--- src/rtl/i2stdm_pkg.sv ---
/*
 Constants for the serial audio port: register map, field positions,
 reset values, framing formats and link timing.
 Assumes a single system clock of SYS_CLK_HZ.
*/
package i2stdm_pkg;
    // System clock and link ceiling
    localparam int unsigned SYS_CLK_HZ = 20_000_000;
    localparam int unsigned BCLK_MAX_HZ = 24_576_000;
    // Least half period in system cycles, rounded up, at least one
    localparam int unsigned BCLK_MIN_HALF =
        (SYS_CLK_HZ + 2 * BCLK_MAX_HZ - 1) / (2 * BCLK_MAX_HZ);
    localparam int unsigned SLOT_BITS = 32;
    // Register byte offsets
    localparam logic [7:0] OFS_CTRL = 8'h00;
    localparam logic [7:0] OFS_CLKDIV = 8'h04;
    localparam logic [7:0] OFS_FRAME = 8'h08;
    localparam logic [7:0] OFS_TXMASK = 8'h0c;
    localparam logic [7:0] OFS_RXMASK = 8'h10;
    localparam logic [7:0] OFS_TXDATA = 8'h14;
    localparam logic [7:0] OFS_RXDATA = 8'h18;
    localparam logic [7:0] OFS_STATUS = 8'h1c;
    // Control field positions
    localparam int CTL_EN = 0;
    localparam int CTL_INIT = 1;
    localparam int CTL_TXEN = 2;
    localparam int CTL_RXEN = 3;
    localparam int CTL_FMT = 4;
    localparam int CTL_FSLONG = 7;
    localparam int CTL_FSRISE = 8;
    localparam int CTL_HIZ = 9;
    // Frame field positions
    localparam int FRM_NSLOT = 0;
    localparam int FRM_LEN = 8;
    // Status field positions
    localparam int STA_TXFULL = 0;
    localparam int STA_RXVAL = 1;
    localparam int STA_UNDER = 2;
    localparam int STA_OVER = 3;
    // Reset values
    localparam logic [31:0] RST_CTRL = 32'h0000_0000;
    localparam logic [31:0] RST_CLKDIV = 32'h0000_0003;
    localparam logic [31:0] RST_FRAME = 32'h0000_1f01;
    localparam logic [31:0] RST_MASK = 32'h0000_0003;
    // AXI responses
    localparam logic [1:0] RESP_OKAY = 2'h0;
    localparam logic [1:0] RESP_SLVERR = 2'h2;
    // Framing formats
    typedef enum logic [2:0] {
        FMT_I2S, FMT_LEFT_JUST, FMT_RIGHT_JUST, FMT_DSP, FMT_PCM, FMT_TDM
    } i2stdm_fmt_e;
endpackage : i2stdm_pkg

--- src/rtl/i2stdm_port.sv ---
/*
 Serial audio port with AXI4-Lite register slave. One word holding
 register per direction gives the stream flow control.
 Assumes i_bclk, i_fsync and i_sdin are asynchronous pins.
*/
// How it works
// - full duplex, transmit only or receive only
// - bit clock kept below 24.576 MHz
// - I2S, right, left justified, DSP framing
// - PCM frame sync one or two bits
// - separate transmit and receive slot masks
// - programmable slot count, only selected slots
// - data output released outside owned slots
// - stalls writes, flags underrun and overrun
// - frame sync sampled on falling edge option
`timescale 1ns/1ns
module i2stdm_port
    import i2stdm_pkg::*;
(
    input wire logic i_sys_clk, // System clock
    input wire logic i_nrst, // Async reset, low
    input wire logic [7:0] i_awaddr, // Write address
    input wire logic i_awvalid, // Write address valid
    output logic o_awready, // Write address ready
    input wire logic [31:0] i_wdata, // Write data
    input wire logic [3:0] i_wstrb, // Byte enables
    input wire logic i_wvalid, // Write data valid
    output logic o_wready, // Write data ready
    output logic [1:0] o_bresp, // Write response
    output logic o_bvalid, // Write response valid
    input wire logic i_bready, // Write response ready
    input wire logic [7:0] i_araddr, // Read address
    input wire logic i_arvalid, // Read address valid
    output logic o_arready, // Read address ready
    output logic [31:0] o_rdata, // Read data
    output logic [1:0] o_rresp, // Read response
    output logic o_rvalid, // Read data valid
    input wire logic i_rready, // Read data ready
    input wire logic i_bclk, // Bit clock pin in
    output logic o_bclk, // Bit clock pin out
    output logic o_bclk_oe, // Bit clock drive enable
    input wire logic i_fsync, // Frame sync pin in
    output logic o_fsync, // Frame sync pin out
    output logic o_fsync_oe, // Frame sync drive enable
    input wire logic i_sdin, // Serial data in
    output logic o_sdout, // Serial data out
    output logic o_sdout_oe // Serial data drive enable
);
    import i2stdm_pkg::*;
    logic [31:0] ctrl_r, div_r, frame_r, txm_r, rxm_r; // Config
    logic [2:0] bs_r, fs_r, ds_r; // Pin synchronisers
    logic bf_r, ff_r, df_r; // Filtered pin levels
    logic [7:0] hc_r; // Half period counter
    logic bo_r, fo_r, so_r, own_r; // Link outputs
    logic fsf_r, fsp_r; // Falling-edge frame sync, last frame sync
    logic [9:0] cnt_r; // Bit position in frame
    logic [31:0] txh_r, txs_r, rxh_r, rxs_r; // Holding and shift words
    logic txv_r, rxv_r, und_r, ovr_r, bv_r, rv_r; // Flags
    logic [1:0] br_r, rr_r; // Responses
    logic [31:0] rd_r; // Read data
    logic [3:0] fsh_r; // Bits with frame sync high
    // Mode decode
    wire en = ctrl_r[CTL_EN];
    wire init = ctrl_r[CTL_INIT];
    wire [2:0] fmt = ctrl_r[CTL_FMT +: 3];
    wire stereo = fmt <= 3'(FMT_RIGHT_JUST);
    wire pulse = !stereo;
    wire dly = fmt == 3'(FMT_I2S) || fmt == 3'(FMT_DSP);
    wire [4:0] nsm1 = stereo ? 5'h01 : {1'b0, frame_r[FRM_NSLOT +: 4]};
    wire [4:0] lenm1 = frame_r[FRM_LEN +: 5];
    wire [9:0] flen = {nsm1 + 5'h01, 5'h00};
    wire [9:0] half = {1'b0, flen[9:1]};
    // Bit clock events, own divider or followed pin
    wire gen_tog = en && init && hc_r == 8'h00;
    wire t_chg = ds_eq(bs_r) && bs_r[1] != bf_r;
    wire rise = init ? gen_tog && !bo_r : en && t_chg && bs_r[1];
    wire fall = init ? gen_tog && bo_r : en && t_chg && !bs_r[1];
    // Frame position, resync in target mode
    wire fs_now = ctrl_r[CTL_FSRISE] ? fsf_r : ff_r;
    wire start = !init && (fmt == 3'(FMT_I2S) ?
        (fsp_r && !fs_now) : (!fsp_r && fs_now));
    wire [9:0] nxt = cnt_r + 10'h001 >= flen ? 10'h000 : cnt_r + 10'h001;
    wire [9:0] c_now = start ? 10'h000 : nxt;
    wire [9:0] k_rx = c_now < 10'(dly) ? c_now + flen - 10'h001
                                        : c_now - 10'(dly);
    wire [9:0] k_tx = nxt < 10'(dly) ? nxt + flen - 10'h001
                                      : nxt - 10'(dly);
    // Position of a bit in its sample, right justified offset
    wire [4:0] off = fmt == 3'(FMT_RIGHT_JUST) ? 5'h1f - lenm1 : 5'h00;
    wire [4:0] rbp = k_rx[4:0] - off;
    wire [4:0] tbp = k_tx[4:0] - off;
    wire rx_in = k_rx[4:0] >= off && rbp <= lenm1;
    wire tx_in = k_tx[4:0] >= off && tbp <= lenm1;
    wire [4:0] rx_idx = lenm1 - rbp;
    wire [4:0] tx_idx = lenm1 - tbp;
    wire rx_own = rxm_r[k_rx[8:5]] && {1'b0, k_rx[8:5]} <= nsm1;
    wire tx_own = txm_r[k_tx[8:5]] && {1'b0, k_tx[8:5]} <= nsm1;
    // Initiator's first rise has no bit behind it; a push there
    // would hand software a stale shift word
    wire framed = !init || cnt_r != 10'h3ff;
    wire do_rx = en && ctrl_r[CTL_RXEN] && rise && rx_own && framed;
    wire do_tx = en && ctrl_r[CTL_TXEN] && fall;
    wire tx_load = do_tx && tx_own && k_tx[4:0] == 5'h00;
    wire [31:0] tx_word = tx_load ? (txv_r ? txh_r : 32'h0) : txs_r;
    wire [31:0] rx_word = rx_in ? (rxs_r | (32'(df_r) << rx_idx)) : rxs_r;
    wire rx_push = do_rx && k_rx[4:0] == 5'h1f;
    // Initiator frame sync shape for next bit
    wire [9:0] fsw = ctrl_r[CTL_FSLONG] ? 10'h002 : 10'h001;
    wire fs_gen = pulse ? nxt < fsw :
        (fmt == 3'(FMT_I2S) ? nxt >= half : nxt < half);
    // Register bus decode
    wire wr_go = i_awvalid && i_wvalid && !bv_r &&
        !(i_awaddr == OFS_TXDATA && txv_r);
    wire rd_go = i_arvalid && !rv_r;
    wire [31:0] wm = {{8{i_wstrb[3]}}, {8{i_wstrb[2]}},
                      {8{i_wstrb[1]}}, {8{i_wstrb[0]}}};
    wire w_ok = i_awaddr[7:5] == 3'h0 && i_awaddr[1:0] == 2'h0 &&
        i_awaddr != OFS_RXDATA && i_awaddr != OFS_STATUS ||
        i_awaddr == OFS_STATUS;
    wire r_ok = i_araddr[7:5] == 3'h0 && i_araddr[1:0] == 2'h0;
    wire pop = rd_go && i_araddr == OFS_RXDATA;
    wire wr_sta = wr_go && i_awaddr == OFS_STATUS;
    wire [31:0] sta = {28'h0, ovr_r, und_r, rxv_r, txv_r};
    wire [31:0] rmux = i_araddr == OFS_CTRL ? ctrl_r :
        i_araddr == OFS_CLKDIV ? div_r : i_araddr == OFS_FRAME ? frame_r :
        i_araddr == OFS_TXMASK ? txm_r : i_araddr == OFS_RXMASK ? rxm_r :
        i_araddr == OFS_RXDATA ? rxh_r : i_araddr == OFS_STATUS ? sta :
        32'h0;
    wire [7:0] hmax = div_r[7:0] < 8'(BCLK_MIN_HALF) ?
        8'(BCLK_MIN_HALF) : div_r[7:0];
    assign o_awready = wr_go;
    assign o_wready = wr_go;
    assign o_bvalid = bv_r;
    assign o_bresp = br_r;
    assign o_arready = rd_go;
    assign o_rvalid = rv_r;
    assign o_rresp = rr_r;
    assign o_rdata = rd_r;
    assign o_bclk = bo_r;
    assign o_fsync = fo_r;
    assign o_sdout = so_r;
    assign o_bclk_oe = en && init;
    assign o_fsync_oe = en && init;
    assign o_sdout_oe = en && ctrl_r[CTL_TXEN] &&
        (!ctrl_r[CTL_HIZ] || own_r);
    // Second and third stage agree
    function automatic logic ds_eq(input logic [2:0] s);
        ds_eq = s[1] == s[2];
    endfunction : ds_eq
    // Pin synchronisers; stage 0 feeds only stage 1
    always_ff @(posedge i_sys_clk or negedge i_nrst) begin
        if (!i_nrst) begin
            bs_r <= 3'h0;
            fs_r <= 3'h0;
            ds_r <= 3'h0;
            bf_r <= 1'b0;
            ff_r <= 1'b0;
            df_r <= 1'b0;
        end else begin
            bs_r <= {bs_r[1:0], i_bclk};
            fs_r <= {fs_r[1:0], i_fsync};
            ds_r <= {ds_r[1:0], i_sdin};
            if (ds_eq(bs_r)) bf_r <= bs_r[1];
            if (ds_eq(fs_r)) ff_r <= fs_r[1];
            if (ds_eq(ds_r)) df_r <= ds_r[1];
        end
    end
    // Link engine: divider, frame position, shifting
    always_ff @(posedge i_sys_clk or negedge i_nrst) begin
        if (!i_nrst) begin
            hc_r <= 8'h00;
            bo_r <= 1'b0;
            fo_r <= 1'b0;
            so_r <= 1'b0;
            own_r <= 1'b0;
            fsf_r <= 1'b0;
            fsp_r <= 1'b0;
            cnt_r <= 10'h3ff;
            txs_r <= 32'h0;
            rxs_r <= 32'h0;
            fsh_r <= 4'h0;
        end else if (!en) begin
            // Idle: restart frame at position zero
            hc_r <= 8'h00;
            bo_r <= 1'b0;
            fo_r <= 1'b0;
            own_r <= 1'b0;
            cnt_r <= 10'h3ff;
            fsh_r <= 4'h0;
        end else begin
            hc_r <= (!init || hc_r == 8'h00) ? hmax : hc_r - 8'h01;
            if (gen_tog) bo_r <= !bo_r;
            if (fall) fsf_r <= ff_r;
            if (rise) begin
                fsp_r <= fs_now;
                cnt_r <= init ? nxt : c_now;
                rxs_r <= k_rx[4:0] == 5'h00 ? 32'h0 : rx_word;
                if (k_rx[4:0] == 5'h00 && rx_in)
                    rxs_r <= 32'(df_r) << rx_idx;
                fsh_r <= o_fsync ? fsh_r + 4'h1 : 4'h0;
            end
            if (fall && init) fo_r <= fs_gen;
            if (do_tx) begin
                own_r <= tx_own;
                txs_r <= tx_word;
                so_r <= tx_own && tx_in && tx_word[tx_idx];
            end
        end
    end
    // Config registers with byte enables
    always_ff @(posedge i_sys_clk or negedge i_nrst) begin
        if (!i_nrst) begin
            ctrl_r <= RST_CTRL;
            div_r <= RST_CLKDIV;
            frame_r <= RST_FRAME;
            txm_r <= RST_MASK;
            rxm_r <= RST_MASK;
        end else if (wr_go) begin
            case (i_awaddr)
                OFS_CTRL: ctrl_r <= (ctrl_r & ~wm) | (i_wdata & wm);
                OFS_CLKDIV: div_r <= (div_r & ~wm) | (i_wdata & wm);
                OFS_FRAME: frame_r <= (frame_r & ~wm) | (i_wdata & wm);
                OFS_TXMASK: txm_r <= (txm_r & ~wm) | (i_wdata & wm);
                OFS_RXMASK: rxm_r <= (rxm_r & ~wm) | (i_wdata & wm);
                default: ; // Data, status and holes store nothing
            endcase
        end
    end
    // Holding words and sticky flags; a set beats a clear
    always_ff @(posedge i_sys_clk or negedge i_nrst) begin
        if (!i_nrst) begin
            txh_r <= 32'h0;
            txv_r <= 1'b0;
            rxh_r <= 32'h0;
            rxv_r <= 1'b0;
            und_r <= 1'b0;
            ovr_r <= 1'b0;
        end else begin
            if (wr_go && i_awaddr == OFS_TXDATA) begin
                txh_r <= i_wdata;
                txv_r <= 1'b1;
            end else if (tx_load) txv_r <= 1'b0;
            if (rx_push && (!rxv_r || pop)) begin
                rxh_r <= rx_word;
                rxv_r <= 1'b1;
            end else if (pop) rxv_r <= 1'b0;
            und_r <= (tx_load && !txv_r) ||
                (und_r && !(wr_sta && i_wdata[STA_UNDER]));
            ovr_r <= (rx_push && rxv_r && !pop) ||
                (ovr_r && !(wr_sta && i_wdata[STA_OVER]));
        end
    end
    // AXI4-Lite responses
    always_ff @(posedge i_sys_clk or negedge i_nrst) begin
        if (!i_nrst) begin
            bv_r <= 1'b0;
            br_r <= RESP_OKAY;
            rv_r <= 1'b0;
            rr_r <= RESP_OKAY;
            rd_r <= 32'h0;
        end else begin
            if (wr_go) begin
                bv_r <= 1'b1;
                br_r <= w_ok ? RESP_OKAY : RESP_SLVERR;
            end else if (i_bready) bv_r <= 1'b0;
            if (rd_go) begin
                rv_r <= 1'b1;
                rr_r <= r_ok ? RESP_OKAY : RESP_SLVERR;
                rd_r <= r_ok ? rmux : 32'h0;
            end else if (i_rready) rv_r <= 1'b0;
        end
    end
endmodule : i2stdm_port

--- config.mk ---
export PLATFORM = sky130hd
export DESIGN_NAME = i2stdm_port
export DESIGN_NICKNAME = d
export VERILOG_FILES = /design/src/rtl/i2stdm_pkg.sv /design/src/rtl/i2stdm_port.sv
export SDC_FILE = /design/constraint.sdc
export NUM_CORES = 1
export LEC_CHECK = 0
export BUFFER_PORTS_ARGS = -buffer_cell sky130_fd_sc_hd__buf_4
export CELL_PAD_IN_SITES_DETAIL_PLACEMENT = 1
export CELL_PAD_IN_SITES_GLOBAL_PLACEMENT = 1
export CORE_ASPECT_RATIO = 1.2
export CORE_UTILIZATION = 45
export CTS_CLUSTER_DIAMETER = 150
export CTS_CLUSTER_SIZE = 30
export DETAILED_ROUTE_END_ITERATION = 8
export GPL_TIMING_DRIVEN = 0
export PLACE_DENSITY_LB_ADDON = 0.1
export RECOVER_POWER = 50
export SLEW_MARGIN = 20
export SYNTH_ARGS = -nofsm -noshare
export SYNTH_HDL_FRONTEND = slang
export SYNTH_SLANG_ARGS = --single-unit
--- constraint.sdc ---
create_clock -name i_sys_clk -period 12.75 [get_ports i_sys_clk]
set_clock_uncertainty 0.1 [all_clocks]
set_input_delay 1.9125 -clock i_sys_clk [delete_from_list [all_inputs] [get_ports i_sys_clk]]
set_output_delay 1.9125 -clock i_sys_clk [all_outputs]
set_load 0.1 [all_outputs]
==> summary.txt, run 1 <==
Worst setup path
  – R2R Setup Slk: roughly 3.6 ns
  – Kind of critical path: flip-flop to flip-flop
  – WP data required: between 10 and 15 ns
  – RR Endpoint: o_sdout$_DFFE_PN0P_
  – CP max-delay cell: dfstp_2
  – Critical Path End Type: flip-flop
  – Reg-to-Reg Start: cnt_r[0]$_DFFE_PN1P_
  – Critical Path Start Type: flip-flop
  – Critical Path Max Stage Delay: about 0.63 ns
  – Max FO, Critical Path: 10
  – Crit path top cell by count: ha_1
  – WP data arrival: 9.55 ns
  – Worst r2r path cells: 30

Routing
  – Initial DRC count: 1000
  – Post-DR wirelength/cell: 25.13 um
  – TritonRoute pass-1 iters: 9
  – Remaining antenna violation count: 0
  – DRC: 2
  – DRT Wirelength: 63.73 mm
  – Vias per std cell: 5.978
  – DR top layer: met5
  – Met3 routed WL: 1.821 mm
  – WL met2: approximately 32 mm
  – Routed met1 length: between 20 and 30 mm
  – Total vias in the final route: 15161

Placed design
  – Routability cong.: 0.9372
  – DPL Wire Length: 48.76 mm
  – Dpl cells: 2508
  – Port bufs: 101
  – Cell Area, Placed: around 0.021 mm^2

Clock tree
  – Resized cells post-CTS: 0
  – Max Root-Sink Buffers: 3
  – H-tree lvl count: 1
  – CTS buffer count: 16
  – Setup Fix Bufs, Post-CTS: 0
  – Post-cts hold buffer count: 0
  – Clk Latency, worst-skew pair: 0.55 ns
  – Worst-path clk slew: 0.12 ns
  – Clock sinks: approximately 360
  – CTS tree: done
  – Clk root buf: clkbuf_16

Global route
  – Total GRT Usage: 0.2910
  – Initial antenna violation count: 3
  – Pin count of the biggest net entering global routing: ~100
  – Grt total ovfl: 0
  – First-pass GRT wire length: 97.90 mm
  – Vias in the first global route: between 15000 and 20000

Power and ir drop
  – Pint: 1528 uW
  – Pwr/cell area: 97.06 mW/mm^2
  – Switching Share: 0.2784
  – Gate power share: 0.125
  – Switch Pwr: 589.5 uW
  – LEAKAGE: 0.01033 uW
  – Clock power share: 0.318
  – VDD IR-drop max: 0.00008800 V
  – Seq pwr share: 0.557

Synth
  – Post-synth top area share: 0.4336
  – Post-synth top area cell: dfrtp_1
  – Most common cell in the synthesized netlist: dfrtp_1
  – Synth top cells by count: dfrtp_1 (342), nand2_1 (205), mux2_2 (200)
  – Syn avg cell area: ~11 um^2
  – Post-synth cell types: 98
  – Sequential area share after synthesis: 0.4629
  – Post-synthesis xor/xnor area fraction: 0.02219
  – Synth Area in Compound Gates: 0.1563
  – Synth Area in Simple Gates: 0.1055
  – Most used DFF post-synth: dfrtp_1
  – Synthesized area: 0.01974 mm^2
  – Yosys warns: 0
  – Yosys reg bits: 364
  – EDFF count, synth: 0
  – Synth top area cells: dfrtp_1 (43%), mux2_2 (11%), ha_1 (4.4%)
  – Post-synthesis adder-cell area fraction: 0.05300
  – Ys async rst share: 1.000
  – Largest family of logic cells by synthesized area: multiplexers
  – Post-Synthesis Cells: 1849
  – Multiplexer share of the synthesized area: 0.1568

Hold path
  – HP Start: bs_r[0]$_DFF_PN0_
  – Hold worst-path end: bs_r[1]$_DFF_PN0_
  – Min-delay worst type: flip-flop to flip-flop
  – Hold Path Depth: 0

Timing
  – Hold WS: 0.2613 ns
  – Least-Margin Pin Slew: between 4 and 5 ns
  – Final Setup Violations: 0
  – Slew HR: -2.214
  – Post-Route Setup TNS: 0 ns
  – Fin crit period: 9.195 ns
  – Final period util: 0.7212
  – Final Hold Fails: 0
  – RSZ-0062 raised after global routing: false
  – FMAX: roughly 110 MHz
  – Max-slew violation count: ~90

Finish
  – Antenna cell count: 0
  – Final instance area: 0.02182 mm^2
  – # nets final: 2112
  – Layout area overhead: 10.55%
  – Post-Layout Cell Count: between 2000 and 3000
  – Layout cells sized above 1: 0.2082
  – Fillcell total: 4736

Floorplan
  – I/O pin cnt: 109
  – Die span in x: 193.2 um
  – Core Area: 0.04299 mm^2
  – Initial Utilization: 0.4591
  – FP Rows: 83
  – Die area: roughly 0.045 mm^2
  – Chip Height: 231.4 um

Flow run
  – Max_cap viols: 2

Outcome
  – Failing checks: design-rule violations, max-capacitance violations, max-slew violations
  – Status: complete, but fails checks
cell usage in the layout (no fill, tap or decap), drive strengths merged, types with 6 or more instances in the layout:
cell type | netlist | final
inv | 114 | 115
mux2 | 204 | 204
or2 | 7 | 7
o21ai | 133 | 133
nand2 | 206 | 206
a21o | 18 | 18
mux4 | 9 | 9
clkbuf | 66 | 95
dfrtp | 342 | 342
a22oi | 29 | 29
nor2b | 11 | 11
buf | 24 | 126
xnor2 | 33 | 33
ha | 70 | 70
a21oi | 100 | 100
nor3 | 20 | 20
o21a | 9 | 9
or3 | 7 | 7
nand3b | 6 | 6
and3 | 12 | 12
mux2i | 59 | 59
a22o | 30 | 30
o21bai | 7 | 7
a21boi | 6 | 6
a222oi | 28 | 28
a31oi | 12 | 12
and4 | 6 | 6
nor2 | 54 | 54
fa | 6 | 6
xor2 | 17 | 17
nand4 | 15 | 15
and2 | 14 | 14
a221oi | 8 | 8
o211a | 8 | 8
nor4 | 9 | 9
o211ai | 14 | 14
nand2b | 16 | 16
dfstp | 22 | 22
nand3 | 25 | 25
cells by family after synthesis:
logic type | Yosys count
buffers and inverters | 206
other | 1
AO/OA/AOI/OAI | 450
XOR/XNOR | 50
flip-flops | 364
adder cells (fa/ha/maj) | 81
AND/OR/NAND/NOR | 425
multiplexers | 272
power groups by stage:
stage	registers, uW	logic (uW)	clock network, uW
2_1_floorplan	1210	134	0
3_3_place_gp	1200	254	0
3_5_place_dp	1200	264	0
4_1_cts	1180	265	691
5_1_grt	1180	285	726
6_report	1180	265	674
layout make-up:
class | instances | area, um^2 | area share
buffer | 90 | 416.7 | 0.01910
clock buffer | 25 | 455.4 | 0.02087
clock inverter | 3 | 57.56 | 0.002638
inverter | 116 | 435.4 | 0.01996
multi-input combinational | 1280 | 9778 | 0.4481
sequential | 364 | 9136 | 0.4187
tap | 552 | 690.7 | 0.03165
timing repair buffer | 106 | 849.6 | 0.03894
layer usage:
layer	vias to the layer above	track usage
met1	7884	0.3750
met3	92	0.02635
met2	291	0.5075
li1	6888	-
met4	6	0.09961
met5	-	0
worst max path at each step:
stage	start	endpoint	depth (start not counted)
after detailed placement	cnt_r[0]$_DFFE_PN1P_	o_sdout$_DFFE_PN0P_	30
after CTS	cnt_r[0]$_DFFE_PN1P_	o_sdout$_DFFE_PN0P_	30
after floorplan	cnt_r[0]$_DFFE_PN1P_	o_sdout$_DFFE_PN0P_	32
after global routing	cnt_r[0]$_DFFE_PN1P_	rxs_r[29]$_DFFE_PN0P_	30
after global placement	cnt_r[0]$_DFFE_PN1P_	o_sdout$_DFFE_PN0P_	30
final	cnt_r[0]$_DFFE_PN1P_	o_sdout$_DFFE_PN0P_	30
per-stage QoR:
step,worst slack [ns],util,power (uW)
3_5_place_dp,3.581,0.4958,1464
2_1_floorplan,5.301,-,1349
5_1_grt,2.911,0.5075,2192
3_3_place_gp,3.584,0.4929,1454
6_report,3.555,0.5075,2118
4_1_cts,3.537,0.5078,2135
critical path: cells and delay by family (launching register included):
| family | cells | cell delay [ns] |
|---|---|---|
| compound gates | 4 | 0.95 |
| xor+xnor | 1 | 0.63 |
| fa+ha+maj | 7 | 2.36 |
| buf+inv | 8 | 1.59 |
| flops | 1 | 0.63 |
| mux | 3 | 0.85 |
| simple gates | 7 | 1.97 |
Power figures use the tool's default switching activity.
==> run 2, diff against run 1 <==
Clock period 12.75 ns to 8.4 ns, I/O delays scaled along.
==> run 2 against run 1 <==
Via count is 0.33% higher. Combinational power is 56% higher. Global-route usage is 0.051 points higher. Critical path depth stayed put. Largest cell class unchanged. The flow still finishes with violations (design-rule violations, max-capacitance violations, max-slew violations). Clock power is 53% higher. Sequential share of layout area is 0.32 points lower.
==> summary.txt, run 2 (synthesis gave the netlist of run 1 again) <==
Outcome
  – Status: complete, but fails checks
  – Failing checks: design-rule violations, max-capacitance violations, max-slew violations

Timing
  – FMAX: 124.8 MHz
  – Final period util: 0.9537
  – Fin crit period: 8.011 ns
  – Least-Margin Pin Slew: 4.543 ns
  – Final Setup Violations: 0
  – Final Hold Fails: 0
  – Max-slew violation count: between 200 and 300
  – Slew HR: -2.029
  – RSZ-0062 raised after global routing: false

Finish
  – Final instance area: 0.02199 mm^2
  – Most common cell after layout, fill and taps aside: dfrtp_1
  – Most frequent cells in the layout: dfrtp_1 (342), nand2_1 (202), mux2_2 (200)
  – # nets final: 2119
  – Fillcell total: 4719
  – Post-Layout Cell Count: 2543
  – Layout cells sized above 1: 0.2260
  – Antenna cell count: 0
  – Layout area overhead: 11.41%

Power and ir drop
  – LEAKAGE: 0.01041 uW
  – Pwr/cell area: ~150 mW/mm^2
  – VDD IR-drop max: 0.0001349 V

Global route
  – First-pass GRT wire length: 98.11 mm
  – Grt total ovfl: 0
  – Pin count of the biggest net entering global routing: a little under 100
  – Initial antenna violation count: 3
  – Vias in the first global route: between 15000 and 20000
  – Total GRT Usage: 0.2915

Worst setup path
  – Critical Path Start Type: flip-flop
  – R2R Setup Slk: 0.39 ns
  – WP data arrival: 8.36 ns
  – Kind of critical path: flip-flop to flip-flop
  – Max FO, Critical Path: 10
  – Critical Path Max Stage Delay: 0.66 ns
  – WP data required: 8.75 ns
  – CP Buf/Inv Count: 4
  – CP delay by family, top: simple AND/OR/NAND/NOR gates
  – CP max-delay cell: dfstp_2
  – Critical Path End Type: flip-flop

Clock tree
  – Clk Latency, worst-skew pair: 0.55 ns
  – CTS tree: done
  – Clk root buf: clkbuf_16
  – Max Root-Sink Buffers: 3
  – Worst-path clk slew: 0.13 ns
  – CTS buffer count: 16
  – H-tree lvl count: 1
  – Clock sinks: 364

Routing
  – Vias per std cell: about 6.0
  – Post-DR wirelength/cell: 25.11 um
  – Remaining antenna violation count: 0
  – TritonRoute pass-1 iters: 9
  – Initial DRC count: 1006
  – DRT Wirelength: 63.86 mm
  – Total vias in the final route: 15211
  – DRC: 2

Hold path
  – Min-delay worst type: flip-flop to flip-flop

Floorplan
  – Die area: around 0.045 mm^2
  – Core Area: around 0.043 mm^2
  – Die span in x: 193.2 um
  – Initial Utilization: 0.4591
  – FP Rows: 83
  – I/O pin cnt: roughly 110
  – Chip Height: ~230 um

Flow run
  – Max_cap viols: 3

Placed design
  – Dpl cells: ~2500
  – DPL Wire Length: 48.76 mm
  – Cell Area, Placed: 0.02132 mm^2
  – Routability cong.: 0.9372
  – Port bufs: 101
-- run 2: cell types whose count changed in the layout (fill, tap and decap cells not counted), moves of 3 or more --
cell / delta
buf_2: -3
buf_4: +10
clkbuf_1: -8
clkbuf_2: +9
nand2_1: -3
nand2_2: +3
nor2_1: -3
nor3_1: -3
o21ai_0: -4
o21ai_1: +3
-- run 2: layer usage --
metal  routed length [um]  track usage
met3                 1943      0.02650
met5                   46            0
met1                27100       0.3756
met4                 2412       0.1023
met2                32350       0.5073
-- run 2: what timing repair did --
item / 4_1_cts / 5_1_grt
gates resized for setup: 19 / 27
gates cloned: 0 / 0
buffers inserted: 1 / 8
pin swaps: 1 / 5
endpoints found under the setup margin: 87 / 84
hold buffers: 0 / 0
-- run 2: metrics by stage --
step,hold slack [ns],total power (uW),setup WS [ns],setup TNS (ns),util
after floorplan,0.2312,2047,0.9512,0,-
after global placement,0.2377,2207,-0.7661,-25.91,0.4929
after detailed placement,0.2403,2223,-0.7690,-35.23,0.4958
after CTS,0.2640,3246,0.03449,0,0.5098
after global routing,0.2724,3341,0.01682,0,0.5115
final,0.2617,3229,0.3886,0,0.5115
-- run 2: worst register-to-register path: cells and delay by family, from the launching register on --
| family | cells | cell delay, ns |
|---|---|---|
| AO/OA/AOI/OAI | 6 | 1.64 |
| adder cells (fa/ha/maj) | 4 | 1.02 |
| buffers and inverters | 4 | 0.67 |
| flip-flops | 1 | 0.66 |
| multiplexers | 4 | 0.97 |
| AND/OR/NAND/NOR | 12 | 2.84 |
-- run 2: final timing paths --
kind                       cells past startpoint                    end                 start
min in group asynchronous                      1      fs_r[1]$_DFF_PN0_                i_nrst
min reg2reg                                    0      bs_r[1]$_DFF_PN0_     bs_r[0]$_DFF_PN0_
max reg2reg                                   30    o_sdout$_DFFE_PN0P_  cnt_r[0]$_DFFE_PN1P_
max in group asynchronous                      2  txh_r[28]$_DFFE_PN0P_                i_nrst
min                                            0      bs_r[1]$_DFF_PN0_     bs_r[0]$_DFF_PN0_
max                                           30    o_sdout$_DFFE_PN0P_  cnt_r[0]$_DFFE_PN1P_
-- run 2: cell type report --
class	count	area (um^2)	area share
clock inverters	3	57.56	0.002617
inverters	116	435.4	0.01980
well taps	552	690.7	0.03141
repair buffers	115	872.1	0.03966
plain buffers	88	432.9	0.01969
flip-flops and latches	364	9136	0.4155
multi-input cells	1280	9910	0.4506
clock buffers	25	455.4	0.02071
-- run 2: where the power goes --
| part | total, uW | internal (uW) | switching, uW | leakage (uW) |
|---|---|---|---|---|
| registers | 1790 | 1770 | 16.4 | 0.00479 |
| logic | 414 | 132 | 281 | 0.00538 |
| clock network | 1030 | 421 | 604 | 0.000246 |
| total | 3230 | 2330 | 902 | 0.0104 |
